### config.mk
export PLATFORM = sky130hd
export DESIGN_NAME = ebs_top
export DESIGN_NICKNAME = d
export VERILOG_FILES = /design/src/design/ebs_pkg.sv /design/src/design/ebs_top.sv
export SDC_FILE = /design/constraint.sdc
export NUM_CORES = 1
export LEC_CHECK = 0
export BUFFER_PORTS_ARGS = -buffer_cell sky130_fd_sc_hd__buf_4
export CAP_MARGIN = 0
export CORE_MARGIN = 3
export CORE_UTILIZATION = 47
export DETAILED_ROUTE_END_ITERATION = 10
export GPL_TIMING_DRIVEN = 0
export MAX_ROUTING_LAYER = met4
export PLACE_DENSITY_LB_ADDON = 0.25
export SKIP_LAST_GASP = 1
export SLEW_MARGIN = 20
export SYNTH_ARGS = -nofsm -noshare
export SYNTH_HDL_FRONTEND = slang
export SYNTH_SLANG_ARGS = --single-unit
### constraint.sdc
create_clock -name clk -period 2.5 [get_ports clk]
set_clock_uncertainty 0.15 [all_clocks]
set_input_delay 0.5 -clock clk [delete_from_list [all_inputs] [get_ports clk]]
set_output_delay 0.5 -clock clk [all_outputs]
set_load 0.005 [all_outputs]
### src/design/ebs_pkg.sv
// Package for the expansion bus select and wait block
`default_nettype none
package ebs_pkg;
  // Cycle types per chip select
  typedef enum logic [2:0] {
    EBS_ASYNC_STROBE,
    EBS_SYNC_STROBE,
    EBS_DATA_STROBE,
    EBS_ZERO_TURNAROUND_SRAM,
    EBS_HOST_PORT
  } ebs_cycle_t;

  localparam int EBS_NUM_CS      = 8;
  localparam int EBS_NUM_MASTERS = 3;
  localparam int EBS_HOST_CS_LO  = 4;
  localparam logic [7:0]  EBS_CS_IDLE     = 8'hFF;
  localparam logic [3:0]  EBS_BE_IDLE     = 4'hF;
  localparam logic [2:0]  EBS_GNT_IDLE    = 3'h7;
  localparam logic [31:0] EBS_DATA_RESET  = 32'h0000_0000;
  localparam logic [2:0]  EBS_CFG_RESET   = 3'h0;

  // Outbound request from the transaction logic
  typedef struct packed {
    logic        valid;
    logic [2:0]  cs_idx;
    logic        write;
    logic [3:0]  be_n;
    logic [31:0] wdata;
  } ebs_out_req_t;

  // Inbound write toward the internal side
  typedef struct packed {
    logic        valid;
    logic [3:0]  be_n;
    logic [31:0] wdata;
  } ebs_in_wr_t;
endpackage
`default_nettype wire

### src/design/ebs_top.sv
// Expansion bus chip select, data, byte enable and wait handshake
`default_nettype none
module ebs_top
  import ebs_pkg::*;
(
  input  wire logic               clk,
  input  wire logic               rst,
  input  wire logic               exp_bus_clock,
  input  wire logic [23:0]        cs_cycle_cfg,
  input  wire ebs_out_req_t       out_req,
  output logic                    out_ack,
  output logic [31:0]             out_rdata,
  output ebs_in_wr_t              in_wr,
  input  wire logic               in_wr_req,
  input  wire logic               in_rd_req,
  output logic                    in_rd_take,
  input  wire logic [31:0]        in_rd_data,
  input  wire logic               exp_wait_n,
  input  wire logic [2:0]         ext_master_request_n,
  output logic [2:0]              ext_master_grant_n,
  output logic [7:0]              exp_chip_sel_n_o,
  output logic [7:0]              exp_chip_sel_n_oe_n,
  input  wire logic [7:0]         exp_chip_sel_n_i,
  output logic [31:0]             exp_data_bus_o,
  output logic                    exp_data_bus_oe_n,
  input  wire logic [31:0]        exp_data_bus_i,
  output logic [3:0]              exp_byte_lane_en_n_o,
  output logic                    exp_byte_lane_en_n_oe_n,
  input  wire logic [3:0]         exp_byte_lane_en_n_i
);

  // Bus owner: idle, our own access, or a granted master
  typedef enum logic [1:0] {
    EBS_IDLE,
    EBS_ACCESS,
    EBS_GRANTED
  } ebs_state_t;

  // Decode a per-select cycle type, demoting illegal host port use
  function automatic ebs_cycle_t cs_type(input logic [23:0] cfg,
                                         input logic [2:0]  idx);
    logic [2:0] raw;
    raw = cfg[idx*3 +: 3];
    // Codes past host port fall back to async strobe
    if (raw > 3'(EBS_HOST_PORT))
      cs_type = EBS_ASYNC_STROBE;
    else if (ebs_cycle_t'(raw) == EBS_HOST_PORT
             && 32'(idx) < EBS_HOST_CS_LO)
      cs_type = EBS_ASYNC_STROBE;
    else
      cs_type = ebs_cycle_t'(raw);
  endfunction

  // Active-low one-hot select for a chip select number
  function automatic logic [7:0] sel_low(input logic [2:0] idx);
    sel_low = ~(8'h01 << idx);
  endfunction

  // Two flops on every pin input, three on the link clock; first stage read only by second
  logic [2:0]  clk_s_r;
  logic        wait_s1_r;
  logic        wait_s2_r;
  logic [2:0]  req_s1_r;
  logic [2:0]  req_s2_r;
  logic [7:0]  cs_s1_r;
  logic [7:0]  cs_s2_r;
  logic [31:0] dat_s1_r;
  logic [31:0] dat_s2_r;
  logic [3:0]  be_s1_r;
  logic [3:0]  be_s2_r;

  // Link clock history; the edge is found past the second stage
  always_ff @(posedge clk)
  begin
    clk_s_r <= {clk_s_r[1:0], exp_bus_clock};
  end

  // Wait and request pins
  always_ff @(posedge clk)
  begin
    wait_s1_r <= exp_wait_n;
    wait_s2_r <= wait_s1_r;
    req_s1_r  <= ext_master_request_n;
    req_s2_r  <= req_s1_r;
  end

  // Chip select pins, watched only by the arbiter
  always_ff @(posedge clk)
  begin
    cs_s1_r <= exp_chip_sel_n_i;
    cs_s2_r <= cs_s1_r;
  end

  // Data and lanes; wide words are safe as pins hold a link period
  always_ff @(posedge clk)
  begin
    dat_s1_r <= exp_data_bus_i;
    dat_s2_r <= dat_s1_r;
    be_s1_r  <= exp_byte_lane_en_n_i;
    be_s2_r  <= be_s1_r;
  end

  // Rising edge of the link clock marks each bus cycle
  wire link_edge = clk_s_r[1] & ~clk_s_r[2];

  // Owner state, the request in flight and the granted master
  ebs_state_t   state_r;
  ebs_state_t   state_nxt;
  ebs_out_req_t cur_r;
  logic [1:0]   gnt_idx_r;

  // Wait only counts for async strobe and data strobe types
  wire ebs_cycle_t cur_type  = cs_type(cs_cycle_cfg, cur_r.cs_idx);
  wire wait_honoured = (cur_type == EBS_ASYNC_STROBE)
                     || (cur_type == EBS_DATA_STROBE);
  wire stalled       = wait_honoured && !wait_s2_r;

  // Lowest numbered requester wins; a fixed priority keeps it small
  wire [2:0] req_act  = ~req_s2_r;
  wire [1:0] req_pick = req_act[0] ? 2'h0 : req_act[1] ? 2'h1 : 2'h2;

  // Bus looks free only when nobody holds a chip select low
  wire bus_quiet     = &cs_s2_r;
  // Outbound requests beat masters; a steady stream starves them
  wire grant_start   = link_edge && |req_act && bus_quiet
                       && !out_req.valid;
  wire grant_end     = link_edge && !req_act[gnt_idx_r];

  // Link edge closes an access unless an honoured wait holds it
  wire access_done   = link_edge && !stalled;

  // Bus owner sequencing
  always_comb
  begin
    state_nxt = state_r;
    case (state_r)
      EBS_IDLE:
        if (grant_start)
          state_nxt = EBS_GRANTED;
        else if (link_edge && out_req.valid)
          state_nxt = EBS_ACCESS;
      EBS_ACCESS:
        if (access_done)
          state_nxt = EBS_IDLE;
      EBS_GRANTED:
        if (grant_end)
          state_nxt = EBS_IDLE;
      default:
        state_nxt = EBS_IDLE;
    endcase
  end

  wire start_access = state_r == EBS_IDLE && state_nxt == EBS_ACCESS;
  wire finish_acc   = state_r == EBS_ACCESS && access_done;
  wire granted_nxt  = state_nxt == EBS_GRANTED;
  wire access_nxt   = state_nxt == EBS_ACCESS;
  wire read_done    = finish_acc && !cur_r.write;

  // Fields for the coming link cycle: fresh request at launch, else held
  wire [2:0] cs_idx_nxt = start_access ? out_req.cs_idx : cur_r.cs_idx;
  wire       write_nxt  = start_access ? out_req.write : cur_r.write;
  wire [3:0] be_nxt     = start_access ? out_req.be_n : cur_r.be_n;
  wire [1:0] owner_nxt  = grant_start ? req_pick : gnt_idx_r;

  // Pin levels chosen once per link edge
  wire [7:0] cs_pin_nxt  = access_nxt ? sel_low(cs_idx_nxt)
                                      : EBS_CS_IDLE;
  wire [7:0] cs_oe_nxt   = granted_nxt ? 8'hFF : 8'h00;
  wire [3:0] be_pin_nxt  = access_nxt ? be_nxt : EBS_BE_IDLE;
  wire       d_oe_nxt    = !(access_nxt && write_nxt);
  wire [2:0] gnt_pin_nxt = granted_nxt ? ~(3'h1 << owner_nxt)
                                       : EBS_GNT_IDLE;

  // Inbound strobes, one per link edge while a master owns the bus
  wire in_wr_fire = state_r == EBS_GRANTED && in_wr_req && link_edge;
  wire in_rd_fire = state_r == EBS_GRANTED && in_rd_req && link_edge;

  // Capture the request at launch so wait holds it exactly in place
  always_ff @(posedge clk)
  begin
    if (rst)
    begin
      state_r   <= EBS_IDLE;
      cur_r     <= '0;
      gnt_idx_r <= 2'd0;
    end
    else
    begin
      state_r <= state_nxt;
      if (start_access)
        cur_r <= out_req;
      if (grant_start)
        gnt_idx_r <= req_pick;
    end
  end

  // Select pins and their enable; released to a granted master
  always_ff @(posedge clk)
  begin
    if (rst)
    begin
      exp_chip_sel_n_o    <= EBS_CS_IDLE;
      exp_chip_sel_n_oe_n <= 8'h00;
    end
    else if (link_edge)
    begin
      exp_chip_sel_n_o    <= cs_pin_nxt;
      exp_chip_sel_n_oe_n <= cs_oe_nxt;
    end
  end

  // Data pins; the word changes only at launch, so a wait holds it
  always_ff @(posedge clk)
  begin
    if (rst)
    begin
      exp_data_bus_o    <= EBS_DATA_RESET;
      exp_data_bus_oe_n <= 1'b1;
    end
    else if (link_edge)
    begin
      if (start_access)
        exp_data_bus_o <= out_req.wdata;
      exp_data_bus_oe_n <= d_oe_nxt;
    end
  end

  // Lane pins, driven except while a master owns the bus
  always_ff @(posedge clk)
  begin
    if (rst)
    begin
      exp_byte_lane_en_n_o    <= EBS_BE_IDLE;
      exp_byte_lane_en_n_oe_n <= 1'b0;
    end
    else if (link_edge)
    begin
      exp_byte_lane_en_n_o    <= be_pin_nxt;
      exp_byte_lane_en_n_oe_n <= granted_nxt;
    end
  end

  // Grant pins, launched on the link edge like every other pin
  always_ff @(posedge clk)
  begin
    if (rst)
      ext_master_grant_n <= EBS_GNT_IDLE;
    else if (link_edge)
      ext_master_grant_n <= gnt_pin_nxt;
  end

  // Outbound answer: ack pulse, read word caught at the closing edge
  always_ff @(posedge clk)
  begin
    if (rst)
    begin
      out_ack   <= 1'b0;
      out_rdata <= EBS_DATA_RESET;
    end
    else
    begin
      out_ack <= finish_acc;
      if (read_done)
        out_rdata <= dat_s2_r;
    end
  end

  // Inbound side: lanes and word follow the pins, strobes pulse
  always_ff @(posedge clk)
  begin
    if (rst)
    begin
      in_wr      <= '0;
      in_rd_take <= 1'b0;
    end
    else
    begin
      in_wr.valid <= in_wr_fire;
      in_wr.be_n  <= be_s2_r;
      in_wr.wdata <= dat_s2_r;
      // Whole words only; lanes play no part in a read
      in_rd_take  <= in_rd_fire;
    end
  end

  // Inbound read data is not returned on pins by this block
  wire unused_ok = ^in_rd_data;

endmodule
`default_nettype wire

==> reports/qor.yml, run 1 <==
floorplanning:
  io_pins: 278
  core.rowCount: 43
  core_um2: 14100
  die_y_um: 128
  die_area_um2: 16300
  initial_utilization: 0.491
  die_w_um: 128
sta:
  maxSlewHeadroom: 0.548
  hold_viol_final: 0
  setup_violations: 0
  layout_min_cycle_time_ns: 2.42
  holdWs_ns: 0.111
  grt_setup_unrepaired: "yes"
  fmax_mhz: 414
  setup_ws_ns: 0.0824
  period_share: 0.967
  worst_pin_slew_ns: 0.678
  slew_viol_final: 0
logic_synthesis:
  seq_area_frac_synth: 0.665
  synth-edff-count: 0
  synthArstFlopShare: 0
  netlist_area_um2: 6950
  synth_top_cell_by_area: "dfxtp_1"
  synth.area.top_cells: "dfxtp_1, mux2_4, nor2b_1"
  yosys_warnings: 0
  ys_types: 41
  synth_ff_type: "dfxtp_1"
  synthCells: 593
  synthTopCellsByCount: "dfxtp_1, nand2_1, nor2b_1, a21oi_1, mux2_4"
  synth_top_area_share: 0.665
  synth_most_common_cell: "dfxtp_1"
  synth.ff_latch_count: 231
  synth_nets: 743
  avgSynthCellArea_um2: 11.7
placed_design:
  numPortBuffers: 240
  gp_congestion: 0.923
  hpwl_mm: 12.7
  dp_slack_ns: -0.224
drt:
  wl_per_cell_um: 16.3
  drt_iter0_markers: 313
  num_vias: 5307
  dr.pass1.iters: 4
  wl_mm: 18.0
  drc: 0
  antenna_left: 0
  routed_via_density: 4.81
power_and_ir_drop:
  internal-power_mw: 6.33
  p_seq_frac: 0.492
  vdd_drop_max_mv: 0.623
  p_sw_frac: 0.198
  switchingPower_mw: 1.56
  combPwrFrac: 0.064
  leakage_nw: 4.60
  power_density_nw_per_um2: 765
  power_frac_clock: 0.445
global_routing:
  grt_use_total: 0.218
  grt_pass1_wl_mm: 27.7
  grt_max_degree: 16
  grt_pass1_vias: 5451
  antenna_found_initial: 0
  grt-ovfl-total: 0
cells_and_area:
  fin_util: 0.729
  final_net_count: 1060
  drive_above_1_share: 0.365
  syn2layout_area_growth_pct: 48.3
  diodes: 0
clock_network:
  cts_max_level: 1
  cts.sinks: 231
  cts_buffer_depth: 3
  clk_pin_slew_ns: 0.06
  cts_buffers: 22
  clockRootBuffer: "clkbuf_16"
  cts_tree: "built"
  clkLatencyLatePin_ns: 0.49
outcome:
  outcome: "completed"
setup_path:
  worst_r2r_path_depth: 8
  path_max_fanout: 10
  worstPathRequired_ns: 2.72
  cp-start-kind: "flip-flop"
  end_kind: "flip-flop"
  path_class: "reg2reg"
  cp.arrival_ns: 2.64
worst_hold_path:
  hold_class: "in2reg"
  min_path_cells: 3
flow_run:
  maxCapViolCount: 0
==> placed cells by master, fill, tap and decap left out, types with 2 or more instances in the layout <==
master / n
nor2_1: 27
clkbuf_1: 27
dfxtp_1: 229
buf_4: 253
bufinv_16: 4
nand2b_1: 9
clkbuf_16: 23
nand2_1: 80
mux2_2: 3
inv_1: 3
clkbuf_8: 4
and4_1: 2
dlygate4sd3_1: 49
buf_6: 3
mux2i_1: 6
mux2_4: 30
nand3b_1: 4
nand4b_1: 2
a21oi_1: 53
mux4_2: 3
nor2b_1: 72
nor3_1: 4
nand3_1: 3
o32ai_1: 3
==> sequential cells by signal (all words and copies together), names as in the netlist, 4 cells and up <==
| register | flops |
|---|---|
| dat_s1_r | 32 |
| exp_data_bus_o | 32 |
| cur_r | 8 |
| be_s1_r | 4 |
| dat_s2_r | 32 |
| out_rdata | 32 |
| be_s2_r | 4 |
| in_wr | 37 |
| cs_s1_r | 8 |
| exp_chip_sel_n_o | 8 |
| exp_byte_lane_en_n_o | 4 |
| cs_s2_r | 8 |
==> cells by family after synthesis <==
group	synth area share
AO/OA/AOI/OAI	0.0650
buffers and inverters	0.0302
flip-flops	0.665
multiplexers	0.0880
AND/OR/NAND/NOR	0.152
==> stage by stage <==
stage	std cells	total power, mW	cell area [um2]	TNS [ns]
final	1103	7.89	10300	0
after global routing	1103	8.16	10300	-0.0126
after CTS	1101	7.96	10300	0
after detailed placement	1013	4.39	8980	-8.88
after global placement	1013	4.38	8980	-6.92
after floorplan	593	4.11	6950	0
==> what timing repair did <==
| item | 4_1_cts | 5_1_grt |
|---|---|---|
| setup buffers | 3 | 2 |
| gates resized for setup | 2 | 5 |
| cloned | 0 | 0 |
| hold endpoints to repair | 49 | 0 |
| pin swaps | 1 | 1 |
| endpoints found under the setup margin | 45 | 38 |
| hold buffers | 49 | 0 |
==> critical path, cell delays in order, from the launching register on <==
cell and delay [ns]:
dfxtp_4 0.38, buf_8 0.10, mux4_2 0.49, nor3b_2 0.23
o21a_2 0.24, o21ai_4 0.07, buf_4 0.17, buf_6 0.16
mux2_4 0.31
==> worst paths after layout <==
path	endpoint	startpoint	slack [ns]
setup / recovery	out_rdata[4]$_SDFFE_PP0P_	cur_r[37]$_SDFFE_PP0N_	0.08
hold / removal	exp_data_bus_o[4]$_SDFFE_PP0P_	out_req[4]	0.11
setup reg to reg	out_rdata[4]$_SDFFE_PP0P_	cur_r[37]$_SDFFE_PP0N_	0.08
hold reg to reg	cs_s2_r[1]$_DFF_P_	cs_s1_r[1]$_DFF_P_	0.18
==> metal layers <==
layer  part of all wire  track usage
met1               0.39        0.244
met2               0.49        0.381
met3              0.087       0.0564
met4              0.028       0.0693
met5                  0            -
==> power by group through the flow <==
stage	Clock [mW]	Combinational [mW]	Sequential, mW
floorplan	0	0.154	3.95
global placement	0	0.423	3.95
detailed placement	0	0.435	3.96
CTS	3.58	0.499	3.88
global route	3.72	0.544	3.89
finish	3.51	0.501	3.88
==> cell type report <==
type | count | area, um2
sequential | 231 | 4630
clock buffer | 31 | 646
inverter | 3 | 11.3
clock inverter | 6 | 133
tap | 180 | 225
fill | 950 | 3840
timing repair buffer | 294 | 2330
multi-input combinational | 322 | 2140
buffer | 36 | 199
(Power assumes the default switching activity.)
==> run 2: changes to the inputs <==
- PLACE_DENSITY: default -> 0.78
- PLACE_DENSITY_LB_ADDON: 0.25 -> default
==> run 2 against run 1 <==
  * First-iteration DRC count is 47% lower
  * Non-clock buffer count is 4 higher
  * Global-route usage up 0.19 points
  * Power down 3.3%
  * Via count rose by 0.75%
  * Clock-buffer cell count decreased by 1
  * Critical path depth fell by 2
  * Hold slack gained 0.0064 ns
  * Critical path type unchanged
  * Highest routed layer unchanged
==> reports/qor.yml, run 2 (synthesized netlist as in run 1, its figures left out) <==
sta:
  tns_ns: 0  # unchanged
  maxSlewHeadroom: 0.584  # was 0.548
  hold_viol_final: 0  # unchanged
  period_share: 0.978  # was 0.967
  fmax_mhz: 409  # was 414 MHz
  slew_viol_final: 0  # unchanged
  holdWs_ns: 0.117  # was 0.111 ns
  grt_setup_unrepaired: "no"  # was yes
  worst_pin_slew_ns: 0.624  # was 0.678 ns
  layout_min_cycle_time_ns: 2.45  # was 2.42 ns
  setup_violations: 0  # unchanged
floorplanning:
  die_y_um: 128  # unchanged
  die_area_um2: 16300  # unchanged
  die_w_um: 128  # unchanged
  core_um2: 14100  # unchanged
  core.rowCount: 43  # unchanged
  initial_utilization: 0.491  # unchanged
  io_pins: 278  # unchanged
power_and_ir_drop:
  power_mw: 7.63  # was 7.89 mW
  leakage_nw: 4.61  # was 4.60 nW
  power_density_nw_per_um2: 741  # was 765 nW/um2
  vdd_drop_max_mv: 0.669  # was 0.623 mV
drt:
  drt_iter0_markers: 166  # was 313
  wl_mm: 18.6  # was 18.0 mm
  routed_via_density: 4.83  # was 4.81
  num_vias: 5347  # was 5,307
  wl_per_cell_um: 16.8  # was 16.3 um
  antenna_left: 0  # unchanged
  drc: 0  # unchanged
  dr.pass1.iters: 4  # unchanged
clock_network:
  clk_pin_slew_ns: 0.06  # about the same
  clockRootBuffer: "clkbuf_16"  # unchanged
  cts_max_level: 1  # unchanged
  clkLatencyLatePin_ns: 0.48  # was 0.49 ns
  cts_buffers: 21  # was 22
  cts.sinks: 231  # unchanged
  cts_tree: "built"  # unchanged
  cts_buffer_depth: 3  # unchanged
global_routing:
  grt_pass1_vias: 5512  # was 5,451
  antenna_found_initial: 0  # unchanged
  grt_max_degree: 17  # was 16
  grt_pass1_wl_mm: 27.9  # was 27.7 mm
  grt_use_total: 0.220  # was 0.218
  grt-ovfl-total: 0  # unchanged
cells_and_area:
  fin_util: 0.727  # was 0.729
  final_net_count: 1063  # was 1,060
  nFillCells: 946  # was 950
  drive_above_1_share: 0.366  # was 0.365
  largest_reg_flops: 37  # unchanged
  final_common_cell: "buf_4"  # unchanged
  final_area_um2: 10300  # about the same
  largest_register: "in_wr"  # unchanged
  layout_common_cells: "buf_4, dfxtp_1, nand2_1, nor2b_1, a21oi_1"  # unchanged
  syn2layout_area_growth_pct: 48.0  # was 48.3%
  diodes: 0  # unchanged
placed_design:
  hpwl_mm: 12.5  # was 12.7 mm
  postPlaceCellArea_um2: 8980  # unchanged
  gp_congestion: 0.915  # was 0.923
  numPortBuffers: 240  # unchanged
setup_path:
  path_class: "reg2reg"  # unchanged
  path_max_fanout: 5  # was 10
  cp-start-kind: "flip-flop"  # unchanged
  end_kind: "flip-flop"  # unchanged
  worstPathRequired_ns: 2.69  # was 2.72 ns
  cp.arrival_ns: 2.63  # was 2.64 ns
outcome:
  outcome: "completed"  # unchanged
worst_hold_path:
  hold_class: "in2reg"  # unchanged
flow_run:
  maxCapViolCount: 0  # unchanged
==> run 2: where the power goes <==
part | switching [mW] | internal, mW
combinational | 0.205 | 0.303
clock | 1.29 | 1.95
sequential | 0.0539 | 3.83
==> run 2: path summary, 6_finish.rpt <==
path / from / end / slack [ns] / cells past startpoint
worst max-delay path: cur_r[37]$_SDFFE_PP0N_ / exp_chip_sel_n_o[0]$_SDFFE_PP1P_ / 0.05 / 6
worst min-delay path: out_req[31] / exp_data_bus_o[31]$_SDFFE_PP0P_ / 0.12 / 3
worst max register to register: cur_r[37]$_SDFFE_PP0N_ / exp_chip_sel_n_o[0]$_SDFFE_PP1P_ / 0.05 / 6
worst min register to register: dat_s1_r[18]$_DFF_P_ / dat_s2_r[18]$_DFF_P_ / 0.17 / 0
==> run 2: cell type report <==
class,count,area (um2),share of cell area
clock inverters,7,114,0.0111
multi-input cells,322,2130,0.207
clock buffers,30,589,0.0573
well taps,180,225,0.0219
inverters,3,11.3,0.00109
flip-flops and latches,231,4630,0.450
repair buffers,298,2390,0.232
plain buffers,36,205,0.0199
==> run 2: timing repair <==
| item | 4_1_cts | 5_1_grt |
|---|---|---|
| hold buffers | 49 | 0 |
| setup endpoints to repair | 35 | 44 |
| endpoints found under the hold margin | 49 | 0 |
| pin swaps | 1 | 2 |
| setup buffers | 0 | 8 |
| gates resized for setup | 1 | 7 |
| gates cloned | 0 | 1 |
==> run 2: critical path, stage by stage (launching register included) <==
cell and delay, ns:
dfxtp_2 0.37, mux4_2 0.51, nor3b_2 0.17, o21a_2 0.26, buf_4 0.15, o41ai_2 0.56, a21oi_1 0.14
==> run 2: routing by layer <==
| metal | up-vias | global-route usage | routed length, um |
|---|---|---|---|
| met3 | 27 | 0.0648 | 1700 |
| met1 | 2524 | 0.233 | 6980 |
| met2 | 217 | 0.405 | 9630 |
| met5 | - | - | 0 |
| li1 | 2579 | - | - |
| met4 | 0 | 0.0456 | 276 |
==> run 2: through the flow <==
| step | worst slack [ns] | cells |
|---|---|---|
| finish | 0.0540 | 1107 |
| global route | 0.00610 | 1107 |
| CTS | 0.00165 | 1098 |
| detailed placement | -0.307 | 1013 |
| global placement | -0.257 | 1013 |
| floorplan | 0.166 | 593 |
